### config.mk
export PLATFORM = sky130hd
export DESIGN_NAME = pbsp_port
export DESIGN_NICKNAME = d
export VERILOG_FILES = /design/src/verilog/pbsp_pkg.sv /design/src/verilog/pbsp_port.sv
export VERILOG_INCLUDE_DIRS = /design/src /design/src/verilog
export SDC_FILE = /design/constraint.sdc
export NUM_CORES = 1
export LEC_CHECK = 0
export ABC_AREA = 0
export ABC_CLOCK_PERIOD_IN_PS = 2700
export BUFFER_PORTS_ARGS = -buffer_cell sky130_fd_sc_hd__buf_2
export CORE_ASPECT_RATIO = 1.75
export CORE_UTILIZATION = 51
export CTS_CLUSTER_SIZE = 14
export DETAILED_ROUTE_END_ITERATION = 7
export GPL_ROUTABILITY_DRIVEN = 1
export PLACE_DENSITY = 0.85
export SETUP_SLACK_MARGIN = 0.02
export SYNTH_ARGS = -nofsm -noshare
export SYNTH_HDL_FRONTEND = slang
export SYNTH_SLANG_ARGS = --single-unit
### constraint.sdc
create_clock -name clk_i -period 2.7 [get_ports clk_i]
set_input_delay 0 -clock clk_i [delete_from_list [all_inputs] [get_ports clk_i]]
set_output_delay 0 -clock clk_i [all_outputs]
set_load 0.02 [all_outputs]
### src/verilog/pbsp_consts.svh
/*
  Constants of the probe and boundary-scan port: instruction codes,
  widths and the TMS reset count.
  Assumes inclusion by bare name from the package and the design file.
*/
`ifndef PBSP_CONSTS_SVH
`define PBSP_CONSTS_SVH
`define PBSP_IR_W         3
`define PBSP_IR_EXTEST    3'h0
`define PBSP_IR_SAMPLE    3'h1
`define PBSP_IR_IDCODE    3'h6
`define PBSP_IR_BYPASS    3'h7
`define PBSP_ID_W         32
`define PBSP_ID_DEFAULT   32'h00000001
`define PBSP_TMS_RST_TCKS 5
`define PBSP_SEL_W        8
`endif

### src/verilog/pbsp_pkg.sv
/*
  Types of the probe and boundary-scan port.
  Assumes the constants header is on the include path.
*/
`include "pbsp_consts.svh"
package pbsp_pkg;
  typedef enum logic [3:0] {
    TLR, RTI, SDRS, CDR, SDR, E1DR, PDR, E2DR, UDR,
    SIRS, CIR, SIR, E1IR, PIR, E2IR, UIR
  } pbsp_tap_t;

  typedef struct packed {
    logic tck;
    logic tms;
    logic tdi;
  } pbsp_jtag_in_t;

  typedef struct packed {
    logic clk;
    logic din;
  } pbsp_probe_in_t;
endpackage : pbsp_pkg

### src/verilog/pbsp_port.sv
/*
  Probe path and boundary-scan test access port of the device.
  Assumes the mode, probe and test pin inputs are asynchronous to clk_i and are synchronised
  here; the test clock is sampled and its edges found on clk_i.
*/
`include "pbsp_consts.svh"
// Operation
// - Probing is enabled only while the mode pin is high.
// - Controller shifts selection serially; device decodes it.
// - Each selected net is routed to probe output a or b.
// - Programmed security fuses make probing unavailable.
// - With probe reservation, probe pins are probe outputs, else user I/O.
// - Probing needs no change to user logic and no extra resources.
// - Reserved TDI and TMS tolerate floating or tie high.
// - Reserved TDO is a scan output that may float or chain onward.
// - Unreserved test pins act as ordinary user I/O.
// - No test reset pin; power-on reset clears the scan logic.
// - TMS pulled high internally keeps the controller in reset.
// - Five test clocks with TMS high reach the reset state.
// - Logic follows the standard access port with fixed instructions.
module pbsp_port #(
  parameter int NETS = 1 << `PBSP_SEL_W
) (
  input  wire logic                   clk_i,
  input  wire logic                   srst_i,
  input  wire logic                   mode_i,
  input  wire pbsp_pkg::pbsp_probe_in_t probe_i,
  output logic                        probe_serial_out_o,
  input  wire logic                   fuse_secure_i,
  input  wire logic                   probe_reserve_i,
  input  wire logic [NETS-1:0]        nets_i,
  input  wire logic [1:0]             user_pr_i,
  output logic                        probe_out_a_o,
  output logic                        probe_out_b_o,
  output logic [1:0]                  probe_oe_n_o,
  input  wire logic                   jtag_reserve_i,
  input  wire pbsp_pkg::pbsp_jtag_in_t jtag_i,
  input  wire logic                   user_tdo_i,
  input  wire logic                   user_tdo_oe_n_i,
  output logic                        tdo_o,
  output logic                        tdo_oe_n_o,
  output logic [2:0]                  user_jtag_o,
  output logic                        tap_reset_o
);
  import pbsp_pkg::*;

  localparam int SW = 2 * `PBSP_SEL_W;

  //////////////////////////////////////////////////////////////////////////
  // Two-stage synchronisers; first stage is read only by the second.
  logic [5:0] s1_q, s2_q, s1_d, s2_d;
  logic       tck_prev_q, tck_prev_d, pclk_prev_q, pclk_prev_d;
  always_comb begin
    s1_d = {mode_i, probe_i.clk, probe_i.din,
            jtag_i.tck, jtag_i.tms, jtag_i.tdi};
    s2_d = s1_q;
    tck_prev_d  = s2_q[2];
    pclk_prev_d = s2_q[4];
  end
  always_ff @(posedge clk_i) begin
    s1_q        <= s1_d;
    s2_q        <= s2_d;
    tck_prev_q  <= tck_prev_d;
    pclk_prev_q <= pclk_prev_d;
  end

  logic mode_s, pclk_s, pdin_s, tck_s, tms_s, tdi_s;
  assign {mode_s, pclk_s, pdin_s, tck_s, tms_s, tdi_s} = s2_q;
  logic tck_rise, tck_fall, pclk_rise;
  assign tck_rise  = tck_s & ~tck_prev_q;
  assign tck_fall  = ~tck_s & tck_prev_q;
  assign pclk_rise = pclk_s & ~pclk_prev_q;

  //////////////////////////////////////////////////////////////////////////
  // Probe selection path.
  logic            probe_en;
  logic [SW-1:0]   sel_sh_q, sel_sh_d, sel_q, sel_d;
  logic            mode_prev_q, mode_prev_d;
  logic            pa_q, pa_d, pb_q, pb_d, so_q, so_d;
  logic [1:0]      oe_q, oe_d;

  assign probe_en = mode_s & ~fuse_secure_i;

  always_comb begin
    sel_sh_d    = sel_sh_q;
    sel_d       = sel_q;
    mode_prev_d = probe_en;
    so_d        = so_q;
    if (probe_en && pclk_rise) begin
      sel_sh_d = {sel_sh_q[SW-2:0], pdin_s};
      so_d     = sel_sh_q[SW-1];
    end
    // Selection is latched when the controller drops mode.
    if (mode_prev_q && !probe_en) begin
      sel_d = sel_sh_q;
    end
    // Route selected nets without touching user logic.
    if (probe_reserve_i && probe_en) begin
      pa_d = nets_i[sel_q[SW-1:`PBSP_SEL_W] % NETS];
      pb_d = nets_i[sel_q[`PBSP_SEL_W-1:0] % NETS];
      oe_d = 2'h0;
    end else if (probe_reserve_i) begin
      pa_d = 1'b0;
      pb_d = 1'b0;
      oe_d = 2'h3;
    end else begin
      pa_d = user_pr_i[0];
      pb_d = user_pr_i[1];
      oe_d = 2'h0;
    end
  end
  always_ff @(posedge clk_i) begin
    if (srst_i) begin
      sel_sh_q    <= '0;
      sel_q       <= '0;
      mode_prev_q <= 1'b0;
      pa_q        <= 1'b0;
      pb_q        <= 1'b0;
      so_q        <= 1'b0;
      oe_q        <= 2'h3;
    end else begin
      sel_sh_q    <= sel_sh_d;
      sel_q       <= sel_d;
      mode_prev_q <= mode_prev_d;
      pa_q        <= pa_d;
      pb_q        <= pb_d;
      so_q        <= so_d;
      oe_q        <= oe_d;
    end
  end
  assign probe_out_a_o      = pa_q;
  assign probe_out_b_o      = pb_q;
  assign probe_oe_n_o       = oe_q;
  assign probe_serial_out_o = so_q;

  //////////////////////////////////////////////////////////////////////////
  // Test access port controller.
  pbsp_tap_t               st_q, st_d;
  logic [`PBSP_IR_W-1:0]   ir_q, ir_d, irsh_q, irsh_d;
  logic [`PBSP_ID_W-1:0]   dr_q, dr_d;
  logic                    tdo_q, tdo_d, toe_q, toe_d;
  logic [2:0]              uj_q, uj_d;

  function automatic pbsp_tap_t tap_next(pbsp_tap_t s, logic m);
    unique case (s)
      TLR:  tap_next = m ? TLR  : RTI;
      RTI:  tap_next = m ? SDRS : RTI;
      SDRS: tap_next = m ? SIRS : CDR;
      CDR:  tap_next = m ? E1DR : SDR;
      SDR:  tap_next = m ? E1DR : SDR;
      E1DR: tap_next = m ? UDR  : PDR;
      PDR:  tap_next = m ? E2DR : PDR;
      E2DR: tap_next = m ? UDR  : SDR;
      UDR:  tap_next = m ? SDRS : RTI;
      SIRS: tap_next = m ? TLR  : CIR;
      CIR:  tap_next = m ? E1IR : SIR;
      SIR:  tap_next = m ? E1IR : SIR;
      E1IR: tap_next = m ? UIR  : PIR;
      PIR:  tap_next = m ? E2IR : PIR;
      E2IR: tap_next = m ? UIR  : SIR;
      UIR:  tap_next = m ? SDRS : RTI;
    endcase
  endfunction : tap_next

  // Unreserved or floating TMS reads as one.
  logic tms_eff, tdi_eff;
  assign tms_eff = jtag_reserve_i ? tms_s : 1'b1;
  assign tdi_eff = tdi_s;

  always_comb begin
    st_d   = st_q;
    ir_d   = ir_q;
    irsh_d = irsh_q;
    dr_d   = dr_q;
    tdo_d  = tdo_q;
    toe_d  = toe_q;
    // Rising test clock: state, shift, decode.
    if (tck_rise) begin
      st_d = tap_next(st_q, tms_eff);
      unique case (st_q)
        CIR:  irsh_d = `PBSP_IR_W'(1);
        SIR:  irsh_d = {tdi_eff, irsh_q[`PBSP_IR_W-1:1]};
        UIR:  ir_d   = irsh_q;
        CDR:  dr_d   = (ir_q == `PBSP_IR_IDCODE) ? `PBSP_ID_DEFAULT : '0;
        SDR:  dr_d   = (ir_q == `PBSP_IR_IDCODE) ?
                       {tdi_eff, dr_q[`PBSP_ID_W-1:1]} :
                       {{(`PBSP_ID_W-1){1'b0}}, tdi_eff};
        TLR:  ir_d   = `PBSP_IR_IDCODE;
        default: ;
      endcase
    end
    if (tck_fall) begin
      toe_d = !(st_q == SDR || st_q == SIR);
      tdo_d = (st_q == SIR) ? irsh_q[0] : dr_q[0];
    end
  end

  always_comb begin
    uj_d = {tck_s, tms_s, tdi_s};
  end

  // Power-on reset forces the reset state.
  always_ff @(posedge clk_i) begin
    if (srst_i) begin
      st_q   <= TLR;
      ir_q   <= `PBSP_IR_IDCODE;
      irsh_q <= '0;
      dr_q   <= '0;
      tdo_q  <= 1'b0;
      toe_q  <= 1'b1;
      uj_q   <= '0;
    end else begin
      st_q   <= st_d;
      ir_q   <= ir_d;
      irsh_q <= irsh_d;
      dr_q   <= dr_d;
      tdo_q  <= tdo_d;
      toe_q  <= toe_d;
      uj_q   <= uj_d;
    end
  end

  logic to_q, tooe_q, tr_q;
  always_ff @(posedge clk_i) begin
    if (srst_i) begin
      to_q   <= 1'b0;
      tooe_q <= 1'b1;
      tr_q   <= 1'b1;
    end else begin
      to_q   <= jtag_reserve_i ? tdo_d : user_tdo_i;
      tooe_q <= jtag_reserve_i ? toe_d : user_tdo_oe_n_i;
      tr_q   <= (st_d == TLR);
    end
  end
  assign tdo_o       = to_q;
  assign tdo_oe_n_o  = tooe_q;
  assign user_jtag_o = uj_q;
  assign tap_reset_o = tr_q;

  //////////////////////////////////////////////////////////////////////////
  // Checks.
  logic [2:0] hi_cnt_q;
  always_ff @(posedge clk_i) begin
    if (srst_i || !tms_eff) hi_cnt_q <= '0;
    else if (tck_rise && hi_cnt_q != 3'h7) hi_cnt_q <= hi_cnt_q + 3'h1;
  end

  property p_tms_reset;
    @(posedge clk_i) disable iff (srst_i)
      hi_cnt_q >= 3'(`PBSP_TMS_RST_TCKS) |-> st_q == TLR;
  endproperty
  a_tms_reset: assert property (p_tms_reset)
    else $error("TAP not in reset after five TMS-high clocks");

  property p_probe_off;
    @(posedge clk_i) disable iff (srst_i)
      (fuse_secure_i || !mode_s) && probe_reserve_i
      |=> probe_oe_n_o == 2'h3;
  endproperty
  a_probe_off: assert property (p_probe_off)
    else $error("Probe pins driven while probing unavailable");

  property p_shift_only_en;
    @(posedge clk_i) disable iff (srst_i)
      !probe_en |=> $stable(sel_sh_q);
  endproperty
  a_shift_only_en: assert property (p_shift_only_en)
    else $error("Selection shifted with probing disabled");

  property p_route_a;
    @(posedge clk_i) disable iff (srst_i)
      probe_reserve_i && probe_en |=>
        probe_out_a_o == $past(nets_i[sel_q[SW-1:`PBSP_SEL_W] % NETS]);
  endproperty
  a_route_a: assert property (p_route_a)
    else $error("Probe output a not the selected net");

  property p_user_pass;
    @(posedge clk_i) disable iff (srst_i)
      !probe_reserve_i |=> probe_out_b_o == $past(user_pr_i[1]);
  endproperty
  a_user_pass: assert property (p_user_pass)
    else $error("Probe pin b not passing user data");

  property p_tdo_user;
    @(posedge clk_i) disable iff (srst_i)
      !jtag_reserve_i |=> tdo_o == $past(user_tdo_i);
  endproperty
  a_tdo_user: assert property (p_tdo_user)
    else $error("TDO not user output when unreserved");

  property p_tdo_fall;
    @(posedge clk_i) disable iff (srst_i)
      !tck_fall |=> $stable(tdo_q);
  endproperty
  a_tdo_fall: assert property (p_tdo_fall)
    else $error("TDO changed away from falling test clock");

  property p_tdo_float;
    @(posedge clk_i) disable iff (srst_i)
      tck_fall && st_q == RTI |=> toe_q;
  endproperty
  a_tdo_float: assert property (p_tdo_float)
    else $error("TDO driven outside shift states");
endmodule : pbsp_port

=== Word-level counts from Yosys, hierarchy flattened ===
Index checks and enable logic that the tools add are counted.

* Order comparisons: 2
* Equal/unequal tests: 16
* Multiplexer cells: 35
* Bitwise operators: 8
* Reductions and logical operators: 17

{| class="wikitable"
|+ Operators by type and width
! kind !! count
|-
| $pmux 32 s2 || 1
|-
| $pmux 4 s12 || 1
|-
| $eq 4x4->1 const B || 8
|-
| $mux 32 || 1
|-
| $mux 4 || 5
|-
| $lt 8x9->1 const B || 2
|-
| $bmux 1 s8 || 2
|-
| $eq 4x3->1 const B || 4
|-
| $mux 1 || 16
|-
| $pmux 3 s2 || 2
|-
| $mux 2 || 5
|-
| $eq 4x2->1 const B || 2
|-
| $logic_not 4->1 || 2
|-
| $mux 3 || 2
|-
| $reduce_and 2->1 || 3
|-
| $reduce_bool 2->1 || 3
|-
| $and 1x1->1 || 4
|-
| $eq 4x1->1 const B || 1
|-
| $not 1->1 || 4
|-
| $reduce_or 2->1 || 2
|-
| $eq 3x3->1 const B || 1
|-
| $logic_and 1x1->1 || 3
|-
| $reduce_or 3->1 || 1
|-
| $logic_not 1->1 || 2
|-
| $logic_or 1x1->1 || 1
|}

* Register bits after elaboration: 102
* Input port bits: 271
* Output and inout bits: 11
* Word-level logic and storage cells: 99

=== Depth between registers and ports, before layout ===
* Depth in word-level cells: 5
* Mapped depth: 10

=== Worst setup path before layout ===
Ideal clock, no wire load.

* Path kind: flip-flop to flip-flop
* Start: register sel_q[0]
* End: register pb_q, in the netlist probe_out_b_o
* Library setup time: 135 ps
* Arrival: 2017 ps
* Data required time: 2565 ps
* Setup slack: 547 ps
* Stages on the path, launching flop included: 8
* Buffers on the path: 2
* Period minus slack after synthesis: 2153 ps
* Cell sequence: dfxtp_1 buf_6 buf_6 mux4_2 mux4_2 o21a_1 o31ai_1 o311ai_1

* Word-level cells in the longest chain between the ends: 3

{| class="wikitable"
|+ Ends and longest elaborated chain
! what !! RTL line !! RTL
|-
| start, declared || pbsp_port.sv:77 || <nowiki>logic [SW-1:0] sel_sh_q, sel_sh_d, sel_q, sel_d;</nowiki>
|-
| start signal, assigned || pbsp_port.sv:123 || <nowiki>sel_q <= sel_d;</nowiki>
|-
| $bmux 1 s8 || pbsp_port.sv:100 || <nowiki>pb_d = nets_i[sel_q[`PBSP_SEL_W-1:0] % NETS];</nowiki>
|-
| $mux 1 || pbsp_port.sv:100 ||
|-
| $mux 1 || pbsp_port.sv:98 || <nowiki>if (probe_reserve_i && probe_en) begin</nowiki>
|-
| end signal, assigned || pbsp_port.sv:126 || <nowiki>pb_q <= pb_d;</nowiki>
|-
| end, declared || pbsp_port.sv:79 || <nowiki>logic pa_q, pa_d, pb_q, pb_d, so_q, so_d;</nowiki>
|}

Every way passes these cells. The select of a mux whose other input is x is not followed.
A chain may end at the register's enable or synchronous reset.

=== Worst setup path after layout ===
* Start: register sel_q[2]
* End: register pb_q, in the netlist probe_out_b_o

Same word-level chain as after synthesis.

==> impl_metrics.ini <==
[cts]
cts.sinks = 101
clk_pin_slew_ns = 0.07
htree_levels = 3
clk_path_buf_depth = 2
cts.root.buffer_cell = clkbuf_16
insertion_delay_ns = 0.34
numCtsBuffers = 9
cts_tree = built

[floorplan]
initial_core_util = 0.520
rows = 60
die_area_um2 = 16100
die_w_um = 96.5
die_y_um = 167
io_pins = 282
core_area_um2 = 15300

[synthesis]
synth_nets = 1057
synth_edf_count = 0
synth_top_area_cell = mux4_2
synthCells = 786
yosysWarnings = 0
synth_top_area_frac = 0.325
synthTopCellsByArea = mux4_2 (33%), dfxtp_1 (25%), mux2i_1 (6.9%)
seq_area_frac_synth = 0.254
avgSynthCellArea_um2 = 10.1
synthFlopType = dfxtp_1
synth_area_um2 = 7970
netlist_top_cells_count = mux4_2 (115), dfxtp_1 (101), nand2_1 (94)
yosys_register_bits = 101
ys_types = 57
async_reset_ff_frac = 0
yosys.cell_count.top_type = mux4_2

[sta]
tns_ns = 0
rsz0062_at_grt = false
max_freq_ghz = 0.380
finalMaxSlewViolations = 0
setup_viol = 0
final.period_utilization = 0.975
worstMarginPinSlew_ns = 0.906
slew_headroom = 0.392
clock_skew_ns = 0.00642
period_needed_ns = 2.63
holdWs_ns = 0.0543
hold_viol = 0

[routing]
routed_wl_mm = 29.9
routedWlPerCell_um = 24.0
drc_errors = 0
dr.pass1.iters = 5
via_per_inst = 6.80
drtIter0Drc = 678
vias = 8454
ant_nets = 0

[critical_path]
critical_path_class = reg2reg
crit_fanout = 8
critical_path_required_ns = 2.95
start_kind = flop
cp.arrival_ns = 2.88
end_kind = flop

[final_layout]
multi_input_area_um2 = 5530
instances_no_fill = 1244
drive_above_1_share = 0.443
nFillCells = 1193
regArea_um2 = 2030
area_delta_synth_final_pct = 26.1
nets = 1319

[global_routing]
grt_overflow = 0
grt_pass1_wl_mm = 45.1
grt_max_degree = 87
grt_antenna_before_repair = 5
grt_pass1_vias = 8553
track_usage = 0.378

[placement]
dp_hpwl_mm = 22.1
port-buffer-count = 281
dp.cells = 1210
gp_congestion = 0.997

[worst_hold_path]
hold_path.class = in2reg

[run]
cap_violations = 0

[power]
ir_worst_vdd_v = 0.000505
p_leak_nw = 3.71
p_per_area_nw_per_um2 = 341

[status]
outcome = completed
## critical path: stages (launching register included)
cell	delay (ns)
dfxtp_1	0.54
buf_4	0.23
inv_1	0.16
buf_4	0.21
mux4_2	0.22
mux2i_1	0.08
a211oi_1	0.79
o31ai_1	0.19
o311ai_1	0.11
## stage by stage
stage	cell area [um2]	util	worst slack, ns	total power, mW
after floorplan	7970	-	0.547	1.81
after global placement	9580	0.626	0.220	2.12
after detailed placement	9580	0.626	0.199	2.13
after CTS	10000	0.653	0.177	3.42
after global routing	10000	0.656	0.0695	3.55
final	10000	0.656	0.0670	3.43
## final timing paths
path	from	to	slack [ns]	depth (start not counted)
min reg2reg	s1_q[1]$_DFF_P_	s2_q[1]$_DFF_P_	0.33	0
min	jtag_reserve_i	tdo_oe_n_o$_SDFF_PP1_	0.05	3
max reg2reg	sel_q[2]$_SDFFE_PP0P_	probe_out_b_o$_SDFF_PP0_	0.07	8
max	sel_q[2]$_SDFFE_PP0P_	probe_out_b_o$_SDFF_PP0_	0.07	8
## cell type report
| type | count | area share |
|---|---|---|
| antenna | 5 | 0.00125 |
| timing repair buffer | 332 | 0.189 |
| clock inverter | 4 | 0.00336 |
| sequential | 101 | 0.202 |
| multi-input combinational | 593 | 0.550 |
| clock buffer | 12 | 0.0267 |
| inverter | 11 | 0.00411 |
| tap | 186 | 0.0232 |
## placed cells by master (no fill, tap or decap), types with 10 or more instances in the layout
cell and n:
buf_2 281, dfxtp_1 97, clkbuf_16 10, a21oi_1 51
o221ai_1 15, o22ai_1 15, nand2_1 94, a22oi_1 39
dlygate4sd3_1 12, nor2b_1 12, buf_4 33, o21ai_0 13
nor2_1 63, nand2b_1 15, mux4_2 115, mux2i_1 55
## layer usage
layer,share of wire,track usage,vias to the layer above
met4,0.084,0.301,0
met5,0,0.0133,-
li1,-,-,3628
met3,0.12,0.156,178
met2,0.49,0.589,632
met1,0.31,0.387,4016
## cells by family (layout without fill, tap and decap cells)
group           Yosys count  after routing  share of synthesized area
other cells               0              5                          0
mux                     176            176                      0.403
buf+inv                  92            359                     0.0539
compound gates          177            177                      0.151
flops                   101            101                      0.254
simple gates            240            240                      0.139
## report_power, final
group	switching, mW	internal, mW
Clock	0.562	0.718
Sequential	0.0127	1.51
Combinational	0.298	0.327
## flip-flops by register name (all words and copies together), names as in the netlist, 3 cells and up
name / cells
dr_q: 32
ir_q: 3
irsh_q: 3
s1_q: 6
s2_q: 6
sel_q: 16
sel_sh_q: 16
st_q: 4
user_jtag_o: 3
## repair_timing
action / CTS / global route
endpoints found under the hold margin: 11 / 0
resized for setup: 0 / 1
hold buffers: 12 / 0
setup endpoints to repair: 0 / 2
buffers inserted: 0 / 1
(Power assumes the default switching activity.)
